[src/hw/rco_pkg.sv]
// shared constants and types of the recovered clock two output select block
package rco_pkg;

	// register map, byte offsets on the register port
	localparam logic [4:0] ADDR_CTRL = 5'h18;
	localparam logic [4:0] ADDR_STATUS = 5'h1E;
	localparam logic [15:0] CTRL_RESET = 16'h0000;
	localparam logic [15:0] CTRL_WMASK = 16'hFF37;

	// control field positions
	localparam int EN_BIT = 15;
	localparam int SRC_LSB = 11;
	localparam int FREQ_LSB = 8;
	localparam int SQ_LSB = 4;
	localparam int TYPE_LSB = 0;

	localparam logic [3:0] SRC_PORT0 = 4'h0;
	localparam logic [3:0] SRC_PORT1 = 4'h1;
	localparam logic [2:0] TYPE_SERIAL = 3'h0;
	localparam logic [2:0] TYPE_COPPER = 3'h1;

	typedef enum logic [2:0] {
		FREQ_25 = 3'b000,
		FREQ_125 = 3'b001,
		FREQ_31P25 = 3'b010
	} rco_freq_t;

	typedef enum logic [1:0] {
		SQ_AUTO = 2'b00,
		SQ_AUTO_KEEP = 2'b01,
		SQ_LINK_DOWN = 2'b10,
		SQ_OFF = 2'b11
	} rco_squelch_t;

	typedef enum logic [1:0] {
		SPEED_10 = 2'b00,
		SPEED_100 = 2'b01,
		SPEED_1000 = 2'b10
	} rco_speed_t;

	// link state of one port, as seen by the clock select
	typedef struct packed {
		logic link_up;
		logic link_stable;
		rco_speed_t speed;
		logic master;
		logic eee_active;
		logic low_power_idle_symbol;
		logic serial_clk;
		logic copper_clk;
	} rco_port_t;

	// output clock timing, derived from the system clock rate
	localparam int SYS_KHZ = 250000;
	localparam int F25_KHZ = 25000;
	localparam int F125_KHZ = 125000;
	localparam int F31P25_KHZ = 31250;
	localparam logic [2:0] HALF_25 = 3'(SYS_KHZ / (2 * F25_KHZ));
	localparam logic [2:0] HALF_125 = 3'(SYS_KHZ / (2 * F125_KHZ));
	localparam logic [2:0] HALF_31P25 = 3'(SYS_KHZ / (2 * F31P25_KHZ));

endpackage

[src/hw/rco_clock_select.sv]
// recovered clock two control register, squelch and output clock generator
//
// Local design decision: the plain strobed port.
`timescale 1ns/1ns

// Behaviour
// output drives only while enable bit 15 is set; resets to off.
// source field 14:11: 0000 port 0, 0001 port 1, other codes reserved.
// frequency field 10:8: 000 25 MHz, 001 125 MHz, 010 31.25 MHz.
// level 00 squelches on link down, unstable, unsupported modes or EEE.
// level 01 like 00 but passes 1000BASE-T master and 10BASE-T.
// level 01 keeps the clock in EEE while low-power idle is received.
// level 10 squelches only while the link is down.
// level 11 never squelches on link state.
// with squelch off and link down, the selected clock is still output.
// external squelch pin high forces the output low regardless of settings.
// type field 2:0: 000 serial media clock, 001 copper clock, resets 000.
// reserved bits 7:6 and 3 read zero and ignore writes.
module rco_clock_select (
	input wire logic clk_sys,
	input wire logic srst,
	input wire logic [4:0] reg_addr,
	input wire logic [15:0] reg_wdata,
	input wire logic reg_wr,
	input wire logic reg_rd,
	output logic [15:0] reg_rdata,
	input rco_pkg::rco_port_t port0_status,
	input rco_pkg::rco_port_t port1_status,
	input wire logic clk_squelch_in,
	output logic recovered_clock_two_output
);

	logic [15:0] ctrl_reg;
	logic [15:0] rdata_reg;
	logic [2:0] div_cnt_reg;
	logic div_clk_reg;
	logic out_reg;
	logic [3:0] status_reg;
	logic src_clk_prev_reg;

	logic enable;
	logic [3:0] src_sel;
	rco_pkg::rco_freq_t freq_sel;
	rco_pkg::rco_squelch_t sq_sel;
	logic [2:0] type_sel;
	rco_pkg::rco_port_t sel_port;
	logic cfg_valid;
	logic link_squelch;
	logic pass;
	logic [2:0] half_cnt;
	logic src_clk;

	// squelch decision for one port and one level
	function automatic logic squelch_for(input rco_pkg::rco_squelch_t lvl,
			input rco_pkg::rco_port_t p);
		logic unsup;
		logic eee_sq;
		logic down;
		unsup = (p.speed == rco_pkg::SPEED_10) ||
			((p.speed == rco_pkg::SPEED_1000) && p.master);
		eee_sq = p.eee_active && ((p.speed == rco_pkg::SPEED_100) ||
			((p.speed == rco_pkg::SPEED_1000) && !p.master));
		down = !p.link_up || !p.link_stable;
		unique case (lvl)
			rco_pkg::SQ_AUTO: squelch_for = down || unsup || eee_sq;
			rco_pkg::SQ_AUTO_KEEP: squelch_for = down ||
				(eee_sq && !p.low_power_idle_symbol);
			rco_pkg::SQ_LINK_DOWN: squelch_for = !p.link_up;
			rco_pkg::SQ_OFF: squelch_for = 1'b0;
		endcase
	endfunction

	assign enable = ctrl_reg[rco_pkg::EN_BIT];
	assign src_sel = ctrl_reg[rco_pkg::SRC_LSB +: 4];
	assign freq_sel = rco_pkg::rco_freq_t'(ctrl_reg[rco_pkg::FREQ_LSB +: 3]);
	assign sq_sel = rco_pkg::rco_squelch_t'(ctrl_reg[rco_pkg::SQ_LSB +: 2]);
	assign type_sel = ctrl_reg[rco_pkg::TYPE_LSB +: 3];

	always_comb begin
		sel_port = (src_sel == rco_pkg::SRC_PORT1) ? port1_status : port0_status;
		src_clk = (type_sel == rco_pkg::TYPE_COPPER) ? sel_port.copper_clk
			: sel_port.serial_clk;
		cfg_valid = ((src_sel == rco_pkg::SRC_PORT0) || (src_sel == rco_pkg::SRC_PORT1)) &&
			((type_sel == rco_pkg::TYPE_SERIAL) || (type_sel == rco_pkg::TYPE_COPPER)) &&
			((freq_sel == rco_pkg::FREQ_25) || (freq_sel == rco_pkg::FREQ_125) ||
			(freq_sel == rco_pkg::FREQ_31P25));
		link_squelch = squelch_for(sq_sel, sel_port);
		pass = enable && cfg_valid && !link_squelch && !clk_squelch_in;
		unique case (freq_sel)
			rco_pkg::FREQ_125: half_cnt = rco_pkg::HALF_125;
			rco_pkg::FREQ_31P25: half_cnt = rco_pkg::HALF_31P25;
			default: half_cnt = rco_pkg::HALF_25;
		endcase
	end

	// control register; reserved bits masked so they stay zero
	always_ff @(posedge clk_sys) begin
		if (srst) begin
			ctrl_reg <= rco_pkg::CTRL_RESET;
		end else if (reg_wr && reg_addr == rco_pkg::ADDR_CTRL) begin
			ctrl_reg <= reg_wdata & rco_pkg::CTRL_WMASK;
		end
	end

	// read data one cycle after the strobe, zero otherwise
	always_ff @(posedge clk_sys) begin
		if (srst) begin
			rdata_reg <= 16'h0000;
		end else if (reg_rd && reg_addr == rco_pkg::ADDR_CTRL) begin
			rdata_reg <= ctrl_reg;
		end else if (reg_rd && reg_addr == rco_pkg::ADDR_STATUS) begin
			rdata_reg <= {12'h000, status_reg};
		end else begin
			rdata_reg <= 16'h0000;
		end
	end
	assign reg_rdata = rdata_reg;

	// status: pass, pin squelch, link squelch, config valid
	always_ff @(posedge clk_sys) begin
		if (srst) begin
			status_reg <= 4'h0;
		end else begin
			status_reg <= {cfg_valid, link_squelch, clk_squelch_in, pass};
		end
	end

	// divider re-phased to the chosen recovered clock's rising edge;
	// held at zero while squelched so the output restarts with a full low phase; a squelch mid-high cuts the high phase short
	always_ff @(posedge clk_sys) begin
		if (srst) begin
			src_clk_prev_reg <= 1'b0;
		end else begin
			src_clk_prev_reg <= src_clk;
		end
	end

	always_ff @(posedge clk_sys) begin
		if (srst || !pass) begin
			div_cnt_reg <= 3'h0;
			div_clk_reg <= 1'b0;
		end else if (div_cnt_reg >= half_cnt - 3'h1) begin
			div_cnt_reg <= 3'h0;
			div_clk_reg <= ~div_clk_reg;
		end else if (src_clk && !src_clk_prev_reg && !div_clk_reg && div_cnt_reg == 3'h0) begin
			div_cnt_reg <= 3'h0;
		end else begin
			div_cnt_reg <= div_cnt_reg + 3'h1;
		end
	end

	always_ff @(posedge clk_sys) begin
		if (srst) begin
			out_reg <= 1'b0;
		end else begin
			out_reg <= pass && !(div_cnt_reg >= half_cnt - 3'h1) ? div_clk_reg
				: (pass && ~div_clk_reg);
		end
	end
	assign recovered_clock_two_output = out_reg;

endmodule

[config.mk]
export PLATFORM = sky130hd
export DESIGN_NAME = rco_clock_select
export DESIGN_NICKNAME = d
export VERILOG_FILES = /design/src/hw/rco_pkg.sv /design/src/hw/rco_clock_select.sv
export SDC_FILE = /design/constraint.sdc
export NUM_CORES = 1
export LEC_CHECK = 0
export BUFFER_PORTS_ARGS = -buffer_cell sky130_fd_sc_hd__buf_2
export CORE_MARGIN = 8
export CORE_UTILIZATION = 42
export CTS_CLUSTER_SIZE = 16
export DETAILED_ROUTE_END_ITERATION = 10
export GPL_ROUTABILITY_DRIVEN = 0
export PLACE_DENSITY = 0.74
export SYNTH_ARGS = -nofsm -noshare
export SYNTH_HDL_FRONTEND = slang
export SYNTH_SLANG_ARGS = --single-unit
[constraint.sdc]
create_clock -name clk_sys -period 1.93 [get_ports clk_sys]
set_input_delay 0 -clock clk_sys [delete_from_list [all_inputs] [get_ports clk_sys]]
set_output_delay 0 -clock clk_sys [all_outputs]
set_load 0.02 [all_outputs]
==> results.toml <==
[outcome]
status = "finished clean"

[routing]
routedWlPerCell_microns = 13.2
routed_wl_microns = 3640
vias = 1280
first_pass_iters = 4
drc_errors = 0
first_iter_violations = 40
ant_nets = 0
viasPerCell = 4.65

[global_routing]
antenna_found_initial = 0
first_global_vias = 1412
track_usage_pct = 12.9
grt_max_degree = 19
grt_pass1_wl_microns = 6160
grt_overflow_total = 0

[sta]
skew_ns = 0.00718
finalCriticalPeriod_ns = 1.84
hold_ws_ns = 0.0438
worst_slack_ns = 0.0899
hold_viol = 0
period_share_pct = 95.3
drv_slew = 0
setup_viol = 0
max_freq_mhz = 543

[power]
swShare_pct = 21.7
powerDensity_mw_per_mm2 = 607
combPwrFrac_pct = 9.4
leakage_nw = 1.11
clock_power_share_pct = 30.8
p_sw_mw = 0.280
total_power_mw = 1.29
ir_worst_vdd_mv = 0.346
p_int_mw = 1.01
seqPwrFrac_pct = 59.8

[worst_setup_path]
r2r_start = "ctrl_reg[13]"
critical_path_class = "reg -> reg"
reg2reg_slack_ns = 0.09
cp_slowest_stage_delay_ns = 0.58
worstPathArrival_ns = 2.11
rr_endpoint = "div_cnt_reg[0]"
cp-end-kind = "register"
cp_max_fo = 4
crit_path_start_kind = "register"
path_delay_family = "simple AND/OR/NAND/NOR gates"
required_ns = 2.20
cp_slowest_cell = "mux4_1"
reg2regPathDepth = 6
path_buf_inv = 1
crit_chain = "nor4b_4, buf_4, mux4_1, nand2_1, nand3_1, nor3_2"

[run]
maxCapViolations = 0

[place]
placed_cell_area_sq_mm = 0.00188
place_ws_ns = -0.0780
place_hpwl_microns = 2690
port_buffers = 55

[clocking]
root_buffer = "clkbuf_4"
tritoncts = "yes"
cts_buffer_depth = 2
cts_buffers = 5
htreeDepth = 2
cts.clk_slew.worst_paths_ns = 0.10
clkSinkCount = 37
clk_latency_ns = 0.34

[hold_path]
min_path_cells = 2
hold_class = "in -> reg"
hp-start = "srst"
hold_path_end = "ctrl_reg[8]"

[synth]
synthesis.area_sq_mm = 0.00152
yosysTopAreaCell = "dfxtp_1"
synthesis.instances = 148
yosysSeqAreaShare_pct = 48.9
yosysUniqueCellTypes = 35
synth.avg_cell_area_sq_um = 10.2
synth_area_leaders = "dfxtp_1 (49%), mux2i_1 (9.2%), ha_1 (5.0%)"
ys_ff_latch = 37
yosysTopAreaCellShare_pct = 48.9
synth_warnings = 0

[die]
rows = 22
dieWidth_microns = 76.1
core_area_sq_mm = 0.00355
die_area_sq_mm = 0.00579
io_pins = 61
die_h_microns = 76.1
initial_core_util_pct = 42.7

[layout]
drive_gt1_share_pct = 36.6
diodes = 0
fillCellCount = 317
finalInstanceArea_sq_mm = 0.00213
multi_input_area_sq_um = 766
largest_reg_flops = 14
nets = 277
final_util_pct = 60.0
area.sequential_sq_um = 747
synthToLayoutAreaGrowth_pct = 40.5
## logic make-up (layout without fill, tap and decap cells)
logic type | count (synthesis) | in the layout | share of synthesized area (%)
AOI/OAI and AO/OA | 12 | 12 | 6.11
other | 1 | 2 | 0.247
and+or+nand+nor | 62 | 62 | 23.4
muxes | 16 | 16 | 11.7
adders and majority gates | 6 | 6 | 4.95
DFF | 37 | 37 | 48.9
buffers and inverters | 12 | 90 | 3.55
xor gates and xnor gates | 2 | 2 | 1.16
## metal layers
metal	up-vias	share of wire, %	wire [microns]	GRT usage, %
met1	561	40	1470	12.1
li1	666	-	-	-
met5	-	0	0	0
met2	47	48	1760	22.9
met4	0	2.0	71	6.35
met3	6	9.3	337	6.25
## cells in the final DEF, fill, tap and decap left out, types with 6 or more instances in the layout
master         Yosys  layout
nor2_1            17      17
buf_4              2       9
nand2_1            6       6
mux2i_1           14      14
dfxtp_1           37      34
and3_1            10      10
dlygate4sd3_1      0      14
buf_2              1      55
## metrics by stage
stage	TNS (ns)	cells
floorplan	0	149
finish	0	275
global placement	0	253
detailed placement	-0.169	253
global route	-0.0358	275
CTS	0	274
## cell usage after synthesis
cell type	instances
mux4_1	1
and3_1	10
ha_1	6
and3_2	2
nor2_1	17
buf_4	2
nand3b_1	1
o21a_1	1
and2_1	2
mux2_1	1
clkbuf_1	4
a221oi_1	1
a21oi_1	1
a22o_1	4
mux2i_1	14
o21ai_1	1
o311a_2	1
nor4_1	1
nor3_1	5
nor3b_1	2
inv_1	5
nor4b_4	1
nand2b_1	4
o21ai_0	1
a21o_1	1
nand2_1	6
nor4_2	1
xor2_1	2
nand3_1	4
nor4b_1	2
dfxtp_1	37
conb_1	1
nor2b_1	4
buf_2	1
o21bai_1	1
## timing repair
item | in CTS | in global routing
pin swaps | 0 | 4
hold buffers | 14 | 0
hold endpoints to repair | 14 | 0
setup endpoints to repair | 5 | 6
buffers inserted | 0 | 1
resized for setup | 1 | 10
## worst max path at each step
stage                       startpoint                         end  slack (ns)  depth (start not counted)
after floorplan            ctrl_reg[9]                 div_clk_reg        0.08                          8
after global placement    ctrl_reg[10]  recovered_clock_two_output       0.008                          9
after detailed placement   ctrl_reg[9]                 div_clk_reg       -0.08                          8
after CTS                  ctrl_reg[9]                 div_clk_reg       0.001                          8
after global routing      ctrl_reg[13]               status_reg[2]       -0.03                          6
final                     ctrl_reg[13]              div_cnt_reg[0]        0.09                          6
## cell type report
type / count / share of cell area [%]
clock buffers: 7 / 2.59
well taps: 48 / 2.82
multi-input cells: 100 / 36.0
repair buffers: 78 / 22.7
flip-flops and latches: 37 / 35.1
inverters: 5 / 0.881
## power by group through the flow
stage          clock [mW]  combinational (mW)  sequential (mW)
2_1_floorplan           0              0.0462            0.791
3_3_place_gp            0              0.0933            0.791
3_5_place_dp            0              0.0953            0.791
4_1_cts             0.417               0.118            0.774
5_1_grt             0.453               0.134            0.774
6_report            0.398               0.122            0.772
No activity file was read; power rests on OpenSTA's default activity.
